`config.mk`:
```
export PLATFORM = sky130hd
export DESIGN_NAME = uoif_top
export DESIGN_NICKNAME = d
export VERILOG_FILES = /design/src/design/uoif_hold_timer.v /design/src/design/uoif_flag_reg.v /design/src/design/uoif_top.v
export VERILOG_INCLUDE_DIRS = /design/src /design/src/design
export SDC_FILE = /design/constraint.sdc
export NUM_CORES = 1
export LEC_CHECK = 0
export BUFFER_PORTS_ARGS = -buffer_cell sky130_fd_sc_hd__buf_4
export CAP_MARGIN = 40
export CELL_PAD_IN_SITES_DETAIL_PLACEMENT = 0
export CELL_PAD_IN_SITES_GLOBAL_PLACEMENT = 2
export CORE_ASPECT_RATIO = 2
export CORE_MARGIN = 5
export CORE_UTILIZATION = 39
export CTS_CLUSTER_SIZE = 24
export DETAILED_ROUTE_END_ITERATION = 16
export GPL_ROUTABILITY_DRIVEN = 1
export GPL_TIMING_DRIVEN = 0
export PLACE_DENSITY = 0.81
export SLEW_MARGIN = 20
export SYNTH_ARGS = -nofsm -noshare
export SYNTH_HDL_FRONTEND = slang
export SYNTH_SLANG_ARGS = --single-unit
```
`constraint.sdc`:
```
create_clock -name clk_i -period 6.2 [get_ports clk_i]
set_input_delay 0.62 -clock clk_i [delete_from_list [all_inputs] [get_ports clk_i]]
set_output_delay 0.62 -clock clk_i [all_outputs]
set_load 0.005 [all_outputs]
```
`src/design/uoif_defs.vh`:
```
// Constants for the USB on-the-go interrupt flag block: offsets, bit positions, timing counts.
// Assumes a 50 MHz module clock and a classic Wishbone register bus with 16-bit data.
// Function
// Set cable identity change flag when sampled identity pin differs from last value.
// One millisecond timer sets millisecond tick flag, bit 6, on each expiry.
// Set line stable flag when line state held 1 ms and differs from last.
// Set bus activity flag on data line or supply line activity.
// Set session valid change flag when supply crosses A session threshold.
// Set B session end change flag when supply crosses B session end threshold.
// Set A supply valid change flag when supply crosses A supply valid threshold.
// Supply threshold flags set on rising and falling crossings alike.
// On-the-go enable register, one bit per flag, read-write, zero at reset.
// Flags clear only by writing one to their bit, whole word write.
// Set halt handshake flag when a stall handshake is sent.
// Set wakeup flag after K-state held 2.5 us; K polarity depends on speed.
// Set bus quiet flag after idle state held 3 ms or longer.
// Set token done flag at token end; clearing it advances status queue.
// Set frame start flag on received frame token or host threshold.
// Set summary error flag only for errors enabled in error enable register.
// Device role: bus reset flag after 2.5 us reset, once per reset.
// Host role: arrival flag when not SE0 and no activity for 2.5 us.
// Host role: removal flag bit 0 on detach, once until reset state clears.
// Bus status shares one address; bit 0 reset or removal; bit 6 host only.
// Bus enable register read-write, zero at reset; arrival enable reads zero in device role.
// Interrupt request asserted while any flag and its enable are both set.
`ifndef UOIF_DEFS_VH
`define UOIF_DEFS_VH

// Register byte addresses (index times four, printed offsets are not word aligned)
`define UOIF_IDX_OTG_STATUS 12'h0600
`define UOIF_IDX_OTG_ENABLE 12'h0602
`define UOIF_IDX_BUS_STATUS 12'h060A
`define UOIF_IDX_BUS_ENABLE 12'h060C
`define UOIF_ADR_OTG_STATUS 14'h1800
`define UOIF_ADR_OTG_ENABLE 14'h1808
`define UOIF_ADR_BUS_STATUS 14'h1828
`define UOIF_ADR_BUS_ENABLE 14'h1830

// Implemented bits and reset values
`define UOIF_OTG_MASK 8'hFD
`define UOIF_BUS_MASK 8'hFF
`define UOIF_RESET_VAL 8'h00

// On-the-go flag positions
`define UOIF_B_IDENT 7
`define UOIF_B_MSEC 6
`define UOIF_B_LSTABLE 5
`define UOIF_B_ACTIV 4
`define UOIF_B_SESSVD 3
`define UOIF_B_SESEND 2
`define UOIF_B_VBUSVD 0

// Bus flag positions
`define UOIF_B_HALT 7
`define UOIF_B_ARRIVE 6
`define UOIF_B_WAKE 5
`define UOIF_B_QUIET 4
`define UOIF_B_TOKEN 3
`define UOIF_B_FRAME 2
`define UOIF_B_ERROR 1
`define UOIF_B_RESET 0

// Timing: clock in kHz, times as printed
`define UOIF_CLK_KHZ 50000
`define UOIF_MSEC_MS 1
`define UOIF_QUIET_MS 3
`define UOIF_SHORT_NS 2500
// Least times round up to whole cycles
`define UOIF_MSEC_CYC (`UOIF_MSEC_MS * `UOIF_CLK_KHZ)
`define UOIF_QUIET_CYC (`UOIF_QUIET_MS * `UOIF_CLK_KHZ)
`define UOIF_SHORT_CYC ((`UOIF_SHORT_NS * (`UOIF_CLK_KHZ / 1000) + 999) / 1000)

`endif

```
`src/design/uoif_hold_timer.v`:
```
// Counts cycles a condition has held; pulses once when the least hold time is reached.
// Assumes the condition is synchronous to clk_i.
`timescale 1ns/1ps
`default_nettype none
module uoif_hold_timer #(
    parameter integer HOLD_CYC = 125
) (
    input wire clk_i, // Module clock
    input wire rst_i, // Synchronous reset, active high
    input wire cond_i, // Condition being timed
    output reg hit_o // One-cycle pulse when the hold time is reached
);
    reg [17:0] cnt_r;
    reg done_r;

    // Count while the condition holds; fire once per continuous run
    always @(posedge clk_i)
    begin
        if (rst_i || !cond_i)
        begin
            cnt_r <= 18'h0_0000;
            done_r <= 1'b0;
            hit_o <= 1'b0;
        end
        else if (!done_r && cnt_r == HOLD_CYC[17:0] - 18'h0_0001)
        begin
            done_r <= 1'b1;
            hit_o <= 1'b1;
        end
        else
        begin
            hit_o <= 1'b0;
            if (!done_r)
                cnt_r <= cnt_r + 18'h0_0001;
        end
    end
endmodule // uoif_hold_timer
`default_nettype wire

```
`src/design/uoif_flag_reg.v`:
```
// Eight sticky flags with write-one-to-clear; a set in the same cycle wins over the clear.
// Assumes set pulses are synchronous to clk_i.
`timescale 1ns/1ps
`default_nettype none
module uoif_flag_reg #(
    parameter [7:0] MASK = 8'hFF
) (
    input wire clk_i, // Module clock
    input wire rst_i, // Synchronous reset, active high
    input wire [7:0] set_i, // Hardware set pulses
    input wire [7:0] clr_i, // Write-one-to-clear bits, valid on a full write
    output reg [7:0] flag_o // Sticky flags
);
    genvar g;
    generate
        for (g = 0; g < 8; g = g + 1)
        begin : g_bit
            // Per-bit sticky flag, unimplemented bits stay zero
            always @(posedge clk_i)
            begin
                if (rst_i || !MASK[g])
                    flag_o[g] <= 1'b0;
                else if (set_i[g])
                    flag_o[g] <= 1'b1;
                else if (clr_i[g])
                    flag_o[g] <= 1'b0;
            end
        end
    endgenerate
endmodule // uoif_flag_reg
`default_nettype wire

```
`src/design/uoif_top.v`:
```
// Interrupt flag and enable logic of a dual-role USB module, with a classic Wishbone slave.
// Assumes all line and event inputs are synchronous to clk_i and event inputs are one-cycle pulses.
`timescale 1ns/1ps
`default_nettype none
`include "uoif_defs.vh"
module uoif_top (
    input wire clk_i, // Module clock, 50 MHz
    input wire rst_i, // Synchronous reset, active high
    input wire [13:0] adr_i, // Wishbone byte address
    input wire [15:0] dat_i, // Wishbone write data
    output reg [15:0] dat_o, // Wishbone read data
    input wire we_i, // Wishbone write enable
    input wire [1:0] sel_i, // Wishbone byte selects
    input wire cyc_i, // Wishbone cycle
    input wire stb_i, // Wishbone strobe
    output reg ack_o, // Wishbone acknowledge
    input wire host_mode_i, // High in host role, low in device role
    input wire low_speed_i, // High when the link runs at low speed
    input wire ident_pin_i, // Sampled cable identity pin
    input wire se0_i, // Single-ended zero on the data lines
    input wire j_level_indication_i, // J-state on the data lines
    input wire line_activity_i, // Activity seen on the data lines
    input wire supply_activity_i, // Activity seen on the supply line
    input wire sess_valid_i, // Supply above A session threshold
    input wire sess_end_i, // Supply below B session end threshold
    input wire vbus_valid_i, // Supply above A supply valid threshold
    input wire stall_sent_i, // Pulse: stall handshake sent
    input wire token_done_i, // Pulse: token processing finished
    input wire frame_token_i, // Pulse: frame token received (device role)
    input wire frame_thresh_i, // Pulse: frame threshold reached (host role)
    input wire [7:0] error_flags_i, // Pulses of individual error conditions
    input wire [7:0] error_event_enable_i, // Error enable bits from the error enable register
    input wire detach_i, // Pulse: peripheral removal detected (host role)
    output reg queue_advance_o, // Pulse: advance transfer status queue
    output reg irq_o // Module interrupt request, active high
);
    reg [7:0] otg_event_enable_r;
    reg [7:0] bus_event_enable_r;
    wire [7:0] otg_event_status;
    wire [7:0] bus_event_status;
    reg [7:0] otg_set_nxt;
    reg [7:0] bus_set_nxt;
    reg [7:0] otg_clr_nxt;
    reg [7:0] bus_clr_nxt;
    reg [7:0] bus_en_view;
    reg ident_r;
    reg [1:0] line_r;
    reg [1:0] stable_line_r;
    reg sess_valid_r;
    reg sess_end_r;
    reg vbus_valid_r;
    reg [15:0] msec_cnt_r;
    reg msec_tick_r;
    reg reset_held_r;
    reg removal_held_r;
    wire line_stable_hit;
    wire wake_hit;
    wire quiet_hit;
    wire reset_hit;
    wire arrive_hit;
    wire bus_req;
    wire full_wr;
    wire k_state;
    wire bus_activity;
    wire line_changed;

    // Wishbone request decode; flags clear only on a full-word write
    assign bus_req = cyc_i && stb_i && !ack_o;
    assign full_wr = bus_req && we_i && (sel_i == 2'b11);

    // K-state: differential one at low speed, differential zero at full speed
    assign k_state = !se0_i && (low_speed_i ? j_level_indication_i : !j_level_indication_i);
    assign bus_activity = line_activity_i || supply_activity_i;
    assign line_changed = (line_r != {se0_i, j_level_indication_i});

    // Previous-value capture for edge and crossing detection
    always @(posedge clk_i)
    begin
        if (rst_i)
        begin
            ident_r <= 1'b1;
            line_r <= 2'b00;
            stable_line_r <= 2'b00;
            sess_valid_r <= 1'b0;
            sess_end_r <= 1'b0;
            vbus_valid_r <= 1'b0;
        end
        else
        begin
            ident_r <= ident_pin_i;
            line_r <= {se0_i, j_level_indication_i};
            sess_valid_r <= sess_valid_i;
            sess_end_r <= sess_end_i;
            vbus_valid_r <= vbus_valid_i;
            if (line_stable_hit)
                stable_line_r <= line_r;
        end
    end

    // Free-running one millisecond timer
    always @(posedge clk_i)
    begin
        if (rst_i || msec_tick_r)
        begin
            msec_cnt_r <= 16'h0000;
        end
        else
        begin
            msec_cnt_r <= msec_cnt_r + 16'h0001;
        end
    end

    // Tick on timer expiry
    always @(posedge clk_i)
    begin
        if (rst_i)
            msec_tick_r <= 1'b0;
        else
            msec_tick_r <= (msec_cnt_r == `UOIF_MSEC_CYC - 2);
    end

    // Line state held unchanged for 1 ms
    uoif_hold_timer #(.HOLD_CYC(`UOIF_MSEC_CYC)) u_lstable (
        .clk_i(clk_i),
        .rst_i(rst_i),
        .cond_i(!line_changed),
        .hit_o(line_stable_hit)
    );

    // K-state held for 2.5 us
    uoif_hold_timer #(.HOLD_CYC(`UOIF_SHORT_CYC)) u_wake (
        .clk_i(clk_i),
        .rst_i(rst_i),
        .cond_i(k_state),
        .hit_o(wake_hit)
    );

    // Idle (J-state, no SE0, no activity) held for 3 ms
    uoif_hold_timer #(.HOLD_CYC(`UOIF_QUIET_CYC)) u_quiet (
        .clk_i(clk_i),
        .rst_i(rst_i),
        .cond_i(!se0_i && j_level_indication_i && !bus_activity),
        .hit_o(quiet_hit)
    );

    // Bus reset (SE0) held for 2.5 us in device role
    uoif_hold_timer #(.HOLD_CYC(`UOIF_SHORT_CYC)) u_reset (
        .clk_i(clk_i),
        .rst_i(rst_i),
        .cond_i(se0_i && !host_mode_i),
        .hit_o(reset_hit)
    );

    // Not SE0 and no activity for 2.5 us in host role
    uoif_hold_timer #(.HOLD_CYC(`UOIF_SHORT_CYC)) u_arrive (
        .clk_i(clk_i),
        .rst_i(rst_i),
        .cond_i(!se0_i && !bus_activity && host_mode_i),
        .hit_o(arrive_hit)
    );

    // Reset and removal lockouts end when the reset state clears
    always @(posedge clk_i)
    begin
        if (rst_i)
        begin
            reset_held_r <= 1'b0;
            removal_held_r <= 1'b0;
        end
        else
        begin
            if (!se0_i)
                reset_held_r <= 1'b0;
            else if (reset_hit)
                reset_held_r <= 1'b1;
            if (!se0_i)
                removal_held_r <= 1'b0;
            else if (detach_i && host_mode_i)
                removal_held_r <= 1'b1;
        end
    end

    // On-the-go flag set terms
    always @*
    begin
        otg_set_nxt = 8'h00;
        otg_set_nxt[`UOIF_B_IDENT] = (ident_pin_i != ident_r);
        otg_set_nxt[`UOIF_B_MSEC] = msec_tick_r;
        otg_set_nxt[`UOIF_B_LSTABLE] = line_stable_hit && (line_r != stable_line_r);
        otg_set_nxt[`UOIF_B_ACTIV] = bus_activity;
        otg_set_nxt[`UOIF_B_SESSVD] = (sess_valid_i != sess_valid_r);
        otg_set_nxt[`UOIF_B_SESEND] = (sess_end_i != sess_end_r);
        otg_set_nxt[`UOIF_B_VBUSVD] = (vbus_valid_i != vbus_valid_r);
    end

    // Bus flag set terms; bits 0, 2 and 6 depend on role
    always @*
    begin
        bus_set_nxt = 8'h00;
        bus_set_nxt[`UOIF_B_HALT] = stall_sent_i;
        bus_set_nxt[`UOIF_B_ARRIVE] = arrive_hit;
        bus_set_nxt[`UOIF_B_WAKE] = wake_hit;
        bus_set_nxt[`UOIF_B_QUIET] = quiet_hit;
        bus_set_nxt[`UOIF_B_TOKEN] = token_done_i;
        bus_set_nxt[`UOIF_B_FRAME] = host_mode_i ? frame_thresh_i : frame_token_i;
        bus_set_nxt[`UOIF_B_ERROR] = |(error_flags_i & error_event_enable_i);
        if (host_mode_i)
            bus_set_nxt[`UOIF_B_RESET] = detach_i && !removal_held_r;
        else
            bus_set_nxt[`UOIF_B_RESET] = reset_hit && !reset_held_r;
    end

    // Write-one-to-clear terms per status register
    always @*
    begin
        otg_clr_nxt = 8'h00;
        bus_clr_nxt = 8'h00;
        if (full_wr && adr_i == `UOIF_ADR_OTG_STATUS)
            otg_clr_nxt = dat_i[7:0];
        if (full_wr && adr_i == `UOIF_ADR_BUS_STATUS)
            bus_clr_nxt = dat_i[7:0];
    end

    uoif_flag_reg #(.MASK(`UOIF_OTG_MASK)) u_otg_flags (
        .clk_i(clk_i),
        .rst_i(rst_i),
        .set_i(otg_set_nxt),
        .clr_i(otg_clr_nxt),
        .flag_o(otg_event_status)
    );

    uoif_flag_reg #(.MASK(`UOIF_BUS_MASK)) u_bus_flags (
        .clk_i(clk_i),
        .rst_i(rst_i),
        .set_i(bus_set_nxt),
        .clr_i(bus_clr_nxt),
        .flag_o(bus_event_status)
    );

    // Arrival enable is hidden in device role
    always @*
    begin
        bus_en_view = bus_event_enable_r;
        if (!host_mode_i)
            bus_en_view[`UOIF_B_ARRIVE] = 1'b0;
    end

    // Enable registers, byte lane 0 carries the implemented bits
    always @(posedge clk_i)
    begin
        if (rst_i)
        begin
            otg_event_enable_r <= `UOIF_RESET_VAL;
            bus_event_enable_r <= `UOIF_RESET_VAL;
        end
        else if (bus_req && we_i && sel_i[0])
        begin
            if (adr_i == `UOIF_ADR_OTG_ENABLE)
                otg_event_enable_r <= dat_i[7:0] & `UOIF_OTG_MASK;
            if (adr_i == `UOIF_ADR_BUS_ENABLE)
                bus_event_enable_r <= dat_i[7:0];
        end
    end

    // Wishbone answer: one wait state, unmapped reads return zero
    always @(posedge clk_i)
    begin
        if (rst_i)
        begin
            ack_o <= 1'b0;
            dat_o <= 16'h0000;
        end
        else
        begin
            ack_o <= bus_req;
            dat_o <= 16'h0000;
            if (bus_req && !we_i)
            begin
                case (adr_i)
                    `UOIF_ADR_OTG_STATUS: dat_o <= {8'h00, otg_event_status};
                    `UOIF_ADR_OTG_ENABLE: dat_o <= {8'h00, otg_event_enable_r};
                    `UOIF_ADR_BUS_STATUS: dat_o <= {8'h00, bus_event_status};
                    `UOIF_ADR_BUS_ENABLE: dat_o <= {8'h00, bus_en_view};
                    default: dat_o <= 16'h0000;
                endcase
            end
        end
    end

    // Queue advance on clearing the token done flag; interrupt request
    always @(posedge clk_i)
    begin
        if (rst_i)
        begin
            queue_advance_o <= 1'b0;
            irq_o <= 1'b0;
        end
        else
        begin
            queue_advance_o <= bus_clr_nxt[`UOIF_B_TOKEN] && bus_event_status[`UOIF_B_TOKEN];
            irq_o <= |(otg_event_status & otg_event_enable_r) || |(bus_event_status & bus_en_view);
        end
    end
endmodule // uoif_top
`default_nettype wire

```
==> reports/summary.txt, run 1 <==
Most instantiated flip-flop cell in the synthesis netlist = sky130_fd_sc_hd__dfxtp_1
Max stage delay cell, worst path = sky130_fd_sc_hd__nor4_2
Pin count of the biggest net entering global routing = 17
Number of distinct library cell variants in the gate-level netlist after synthesis = 62
Vias in the first global route = 6526
Detailed-route via count = 6343
Setup TNS after final layout = 0 ns
Leakage power figure = 3.351 nW
Family of cells with the greatest summed delay on the critical path = simple AND/OR/NAND/NOR gates
Crit Path Category = input pin to register
Relative max-transition margin = 43.33%
Number of instances in the synthesized netlist = 862
Max Fclk = 376.6 MHz
Detailed-route wire length per cell = 15.44 um
NetSw = 0.5035 mW
Cell count of the worst hold path = 2
Register bit count reported by yosys = 168
GRT Residual Overflow = 0
Flop pwr share = 46.4%
TritonCTS buffer count = 17
Top-level I/O count = 87
Die Footprint = 0.02260 mm2
Cell taking the most area after synthesis = sky130_fd_sc_hd__dfxtp_1
Proportion of synthesized flip-flops having asynchronous set or reset = 0%
Fill cells = 1972
Number of antenna repair diodes = 0
Number of optimization iterations in the first detailed-route pass = 5
CP max FO = 10
Global-route wire length before repair = 31300 um
Drc violations = 0
Clock Sinks = 168
Number of setup buffers added after CTS = 0
Per-instance average area after synthesis = 8.837 um2
Core Region = 0.01928 mm2
Fin worst setup slack = 3.545 ns
Worst-case hold path end point = ident_r
Power share of the clock group = 49.5%
Final cell count without fillers = 1233
Setup repair after global routing missed its margin = false
H-tree depth = 4
Register-to-register path setup slack = 4.04 ns
Row Count = 72
Origin of the worst min-delay path = ident_pin_i
Worst clock skew on the final layout = 0.008181 ns
Hold_ws = 0.4100 ns
Layout cell share with drive strength beyond 1 = 15.20%
Clock tree from TritonCTS = built
Worst reg-to-reg path cell count = 7
RePlAce Congestion = 0.8706
Total GRT Usage = 17.30%
Clock-pin slew on the worst setup and hold paths = 0.07 ns
Switching power as a share of total power = 21.20%
Number of buffers inserted by port buffering = 69
Post-DRT Antenna Nets = 0
# setup viols final = 0
Number of antenna violations at the first check in global routing = 0
Shortest period the worst path allows = 2.655 ns
Cell Pwr Density = 258.9 mW/mm2
Portion of the clock cycle consumed by the worst path in the final layout = 42.82%
Total number of yosys warnings = 0
Nets = 1039
Top area cells in the synthesized netlist = sky130_fd_sc_hd__dfxtp_1 (44%), sky130_fd_sc_hd__xor2_1 (7.4%), sky130_fd_sc_hd__nor2_1 (6.9%), sky130_fd_sc_hd__xnor2_1 (3.4%), sky130_fd_sc_hd__nand3_1 (3.4%)
Type of the worst min-delay path = input pin to register
Maximum capacitance violations = 0
Final slew viol count = 0
Critical Path RT = 6.49 ns
Layout area overhead = 20.42%
Reg2Reg Capture Point = u_reset.cnt_r[14]
Initial detailed-routing violation count = 310
Launch instance of the worst register-to-register path = u_reset.cnt_r[0]
Per-cell via count in the routed design = 5.144
Total Wirelength = 19040 um
Post-cts repair resize count = 0
Cell Chain, Critical Path = buf_4 > or4b_4 > nor4_2 > clkbuf_1 > nand4_1 > a21oi_1 > nor2_1
Die Wd = 108.8 um
Number of hold-slack violations in the final timing report = 0
Result of the run = finished clean
Crit path launch type = input pin
Hold buffers post-CTS = 0
Clock latency on the worst-skew pair = 0.42 ns
CTS root buffer = sky130_fd_sc_hd__clkbuf_16
CP Data Arrival Time = 2.95 ns
Bufs and invs on worst path = 2
Number of synthesized flops with an enable pin = 0
Worst voltage drop across the vdd grid = 0.0001673 V
Die height = 207.6 um
Slowest Stage Delay on Critical Path = 0.76 ns
Sequential area share after synthesis = 44.15%
DP Wirelength = 14650 um
Slew at the pin closest to its max-slew limit = 0.8430 ns
CP Capture Type = register
Int Pwr = 1.871 mW
Max Buffers Root-to-Sink = 2
Syn Std Cell Area = 0.007617 mm2
Placed Instances = 1201
Starting utilization of the core area = 39.51%
Area share of the largest cell type after synthesis = 44.15%
Worst slack at placement = 3.116 ns
Combinational fraction of design power = 4.1%
==> final cells by class <==
type / instances / area (um2) / share of cell area, %
well taps: 259 / 324.1 / 3.533
multi-input cells: 638 / 4004 / 43.65
clock inverters: 13 / 216.5 / 2.360
flip-flops and latches: 168 / 3363 / 36.67
plain buffers: 37 / 178.9 / 1.951
clock buffers: 19 / 442.9 / 4.829
inverters: 26 / 97.59 / 1.064
repair buffers: 73 / 545.5 / 5.947
==> kinds of logic after synthesis <==
kind of cell	synth area share, %
adders and majority gates	1.643
other	0.04923
muxes	3.811
AOI/OAI and AO/OA	8.887
xor gates and xnor gates	10.81
and+or+nand+nor	27.02
DFF	44.15
buffers and inverters	3.630
==> layer usage <==
metal | part of all wire (%) | vias to the layer above | GRT usage, %
li1 | - | 3214 | -
met3 | 3.3 | 35 | 2.770
met5 | 0 | - | 0
met2 | 57 | 115 | 33.58
met4 | 2.9 | 0 | 7.149
met1 | 37 | 2979 | 17.53
==> Yosys cell counts (6+ instances only) <==
cell,count
sky130_fd_sc_hd__nor4b_1,9
sky130_fd_sc_hd__ha_1,10
sky130_fd_sc_hd__nand3_1,52
sky130_fd_sc_hd__mux2_2,8
sky130_fd_sc_hd__o21ai_0,22
sky130_fd_sc_hd__mux2i_1,20
sky130_fd_sc_hd__and3_1,15
sky130_fd_sc_hd__nor3b_1,6
sky130_fd_sc_hd__xor2_1,64
sky130_fd_sc_hd__buf_4,8
sky130_fd_sc_hd__xnor2_1,30
sky130_fd_sc_hd__and4_1,9
sky130_fd_sc_hd__nor4_1,14
sky130_fd_sc_hd__dfxtp_1,168
sky130_fd_sc_hd__a31oi_1,6
sky130_fd_sc_hd__a21oi_1,24
sky130_fd_sc_hd__nand3b_1,7
sky130_fd_sc_hd__clkbuf_1,22
sky130_fd_sc_hd__nor2b_1,9
sky130_fd_sc_hd__a22oi_1,10
sky130_fd_sc_hd__inv_1,26
sky130_fd_sc_hd__nor3_1,25
sky130_fd_sc_hd__nand4_1,30
sky130_fd_sc_hd__nor2_1,140
sky130_fd_sc_hd__nand2_1,42
==> power groups by stage <==
stage                     combinational [mW]  sequential, mW  clock [mW]
after floorplan                       0.0488            1.12           0
after global placement                0.0972            1.12           0
after detailed placement              0.0987            1.13           0
after CTS                             0.0991            1.10        1.21
after global routing                   0.108            1.10        1.26
final                                 0.0975            1.10        1.18
==> state kept, by name (all words and copies together) (netlist names), 2 cells and up <==
register	flops
line_r	2
u_quiet.cnt_r	18
u_reset.cnt_r	18
u_arrive.cnt_r	18
msec_cnt_r	16
u_bus_flags.flag_o	8
u_lstable.cnt_r	18
stable_line_r	2
bus_event_enable_r	8
u_wake.cnt_r	18
otg_event_enable_r	7
u_otg_flags.flag_o	7
dat_o	8
==> how the worst max path moves through the flow <==
stage / startpoint / endpoint / slack [ns] / cells after the start
finish: adr_i[6] / u_bus_flags.flag_o[1] / 3.54 / 7
global route: adr_i[6] / u_bus_flags.flag_o[1] / 3.45 / 7
CTS: adr_i[6] / u_bus_flags.flag_o[1] / 3.56 / 7
detailed placement: adr_i[6] / u_bus_flags.flag_o[1] / 3.12 / 7
global placement: adr_i[6] / u_bus_flags.flag_o[1] / 3.12 / 7
floorplan: adr_i[6] / dat_o[6] / 3.81 / 5
==> stage by stage <==
stage	utilization (%)	power [mW]	area, um2
after floorplan	-	1.170	7644
after global placement	44.02	1.222	8486
after detailed placement	44.16	1.224	8513
after CTS	47.58	2.411	9173
after global routing	47.58	2.466	9173
final	47.58	2.375	9173
==> layout by cell type, fill, tap and decap left out, types with 6 or more instances in the layout <==
| cell type | count |
|---|---|
| sky130_fd_sc_hd__o21ai_0 | 22 |
| sky130_fd_sc_hd__buf_4 | 78 |
| sky130_fd_sc_hd__and4_1 | 9 |
| sky130_fd_sc_hd__a22oi_1 | 10 |
| sky130_fd_sc_hd__and3_1 | 15 |
| sky130_fd_sc_hd__dfxtp_1 | 168 |
| sky130_fd_sc_hd__nor4_1 | 14 |
| sky130_fd_sc_hd__conb_1 | 8 |
| sky130_fd_sc_hd__mux2_2 | 8 |
| sky130_fd_sc_hd__mux2i_1 | 20 |
| sky130_fd_sc_hd__ha_1 | 10 |
| sky130_fd_sc_hd__clkbuf_1 | 23 |
| sky130_fd_sc_hd__nand3b_1 | 7 |
| sky130_fd_sc_hd__a31oi_1 | 6 |
| sky130_fd_sc_hd__nand3_1 | 52 |
| sky130_fd_sc_hd__xnor2_1 | 30 |
| sky130_fd_sc_hd__nor4b_1 | 9 |
| sky130_fd_sc_hd__nor3_1 | 25 |
| sky130_fd_sc_hd__a21oi_1 | 24 |
| sky130_fd_sc_hd__inv_1 | 26 |
| sky130_fd_sc_hd__nor2_1 | 140 |
| sky130_fd_sc_hd__nor2b_1 | 9 |
| sky130_fd_sc_hd__nand2_1 | 42 |
| sky130_fd_sc_hd__nor3b_1 | 6 |
| sky130_fd_sc_hd__nand4_1 | 30 |
| sky130_fd_sc_hd__xor2_1 | 64 |
| sky130_fd_sc_hd__clkbuf_16 | 17 |
(Power assumes the default switching activity.)
==> run 2: changes to the inputs <==
- CORE_UTILIZATION: 39 -> 32
- PLACE_DENSITY: 0.81 -> 0.71
- clock period: 6.2 -> 2.3 ns (I/O delays scaled with it)
==> run 2 against run 1 <==
Via count decreased by 0.46%. Combinational power rose to 2.8 times the previous value. First-iteration DRC count is 4.8% lower. Die area rose by 20%. Final cell count increased by 2.6%. Utilization shrank 8.7 points. Critical path depth fell by 1. Worst hold slack worse by 0.37 ns. Count of clock-buffer cells in the layout grew 4. Design area grew 0.64%. Register-to-register slack worse by 3.9 ns. Critical path type is now register to register. Largest cell class unchanged. Largest power group is now sequential cells. Highest routed layer unchanged.
==> reports/summary.txt, run 2 (synthesized netlist as in run 1, its figures left out) <==
Initial detailed-routing violation count = 295
Pin count of the biggest net entering global routing = 17
Number of hold-slack violations in the final timing report = 0
Final slew viol count = 0
Result of the run = finished clean
Cell Pwr Density = 672.0 mW/mm2
Cell count of the worst hold path = 2
Layout cell share with drive strength beyond 1 = 14.93%
Max stage delay cell, worst path = sky130_fd_sc_hd__or4b_2
Row Count = 80
Setup repair after global routing missed its margin = false
Number of antenna repair diodes = 0
Slew at the pin closest to its max-slew limit = 0.8050 ns
Number of buffers inserted by port buffering = 69
Hold_ws = 0.04284 ns
GRT Residual Overflow = 0
Worst-case hold path end point = u_otg_flags.flag_o[4]
Per-cell via count in the routed design = 4.991
Slowest Stage Delay on Critical Path = 0.70 ns
Detailed-route via count = 6314
Setup TNS after final layout = 0 ns
Register-to-register path setup slack = 0.16 ns
Leading cell types in the layout, fill and taps excluded = sky130_fd_sc_hd__dfxtp_1 (168), sky130_fd_sc_hd__nor2_1 (140), sky130_fd_sc_hd__buf_4 (78)
CP Data Arrival Time = 2.44 ns
Family of cells with the greatest summed delay on the critical path = simple AND/OR/NAND/NOR gates
TritonCTS buffer count = 17
Number of optimization iterations in the first detailed-route pass = 4
Final cell count without fillers = 1265
RePlAce Congestion = 0.7819
Met1 layer wirelength in the final routing = 7574 um
Crit Path Category = register to register
Post-DRT Antenna Nets = 0
Max Fclk = 468.1 MHz
Die Footprint = 0.02718 mm2
Launch instance of the worst register-to-register path = u_lstable.cnt_r[13]
Uppermost layer routed = met4
Crit path launch type = register
Total GRT Usage = 15.40%
Clock Sinks = 168
Global-route wire length before repair = 33590 um
Portion of the clock cycle consumed by the worst path in the final layout = 92.87%
Placed Instances = 1229
CTS root buffer = sky130_fd_sc_hd__clkbuf_16
CP Capture Type = register
Detail Route met3 WL = 690 um
CP max FO = 5
Cell Chain, Critical Path = or4b_2 > nor4_2 > buf_1 > a21oi_1 > mux2i_1 > nor2_1
Clock-pin slew on the worst setup and hold paths = 0.06 ns
Drc violations = 0
WP depth = 6
Met2 wire len = 11740 um
Total power draw = 6.203 mW
Shortest period the worst path allows = 2.136 ns
Worst reg-to-reg path cell count = 6
Reg2Reg Capture Point = u_lstable.cnt_r[1]
Maximum capacitance violations = 0
# setup viols final = 0
Bufs and invs on worst path = 1
Clock latency on the worst-skew pair = 0.44 ns
Die height = 228.2 um
Leading cell type in the layout, fill and taps excluded = sky130_fd_sc_hd__dfxtp_1
Layout area overhead = 21.19%
Nets = 1045
Die Wd = 119.1 um
Top-level I/O count = 87
Max Buffers Root-to-Sink = 2
Total Wirelength = 20290 um
DP Wirelength = 15560 um
Type of the worst min-delay path = input pin to register
Clock tree from TritonCTS = built
Starting utilization of the core area = 32.11%
Origin of the worst min-delay path = line_activity_i
Number of antenna violations at the first check in global routing = 0
Worst voltage drop across the vdd grid = 0.0004798 V
H-tree depth = 4
Leakage power figure = 3.351 nW
Core Region = 0.02372 mm2
Worst clock skew on the final layout = 0.007843 ns
Vias in the first global route = 6513
Critical Path RT = 2.61 ns
Relative max-transition margin = 45.84%
Detailed-route wire length per cell = 16.04 um
run 2: cell count changes in the layout (fill, tap and decap cells not counted), sizes merged:
cell / delta
clkinv: -4
inv: -3
clkbuf: +4
dlygate4sd3: +6
clkinvlp: +3
bufinv: -2
run 2: power breakdown:
| group | leakage, nW | internal, mW | switching (mW) |
|---|---|---|---|
| registers | 1.36 | 2.94 | 0.0315 |
| logic | 1.70 | 0.139 | 0.136 |
| clock network | 0.287 | 1.81 | 1.15 |
run 2: metal layers:
layer	vias to the layer above	global-route usage, %
met3	16	3.545
met1	2983	15.36
li1	3223	-
met5	-	0
met4	0	4.824
met2	92	30.55
run 2: worst max-delay path by stage:
stage,from,end,slack (ns)
6_report,u_lstable.cnt_r[13],u_lstable.cnt_r[1],0.16
3_3_place_gp,adr_i[6],u_bus_flags.flag_o[1],-0.36
2_1_floorplan,u_lstable.cnt_r[13],u_lstable.cnt_r[1],0.25
5_1_grt,u_reset.cnt_r[0],u_reset.cnt_r[12],0.05
3_5_place_dp,adr_i[6],u_bus_flags.flag_o[1],-0.35
4_1_cts,u_reset.cnt_r[0],u_reset.cnt_r[14],0.09
run 2: area by class of cell:
type	count	area, um2
Buffer	37	178.9
Clock buffer	23	488.0
Clock inverter	7	117.6
Fill cell	2493	14490
Inverter	26	97.59
Multi-Input combinational cell	638	4023
Sequential cell	168	3363
Tap cell	287	359.1
Timing Repair Buffer	79	604.3
run 2: timing repair:
item / 4_1_cts / 5_1_grt
hold buffers: 6 / 0
endpoints found under the hold margin: 6 / 0
resized for setup: 1 / 3
setup buffers: 0 / 0
setup endpoints to repair: 1 / 4
run 2: metrics by stage:
stage | utilization [%] | setup slack [ns] | cell area, um2
after floorplan | - | 0.2497 | 7644
after global placement | 35.92 | -0.3649 | 8521
after detailed placement | 36.03 | -0.3466 | 8547
after CTS | 38.86 | 0.09161 | 9219
after global routing | 38.91 | 0.05236 | 9231
final | 38.91 | 0.1639 | 9231
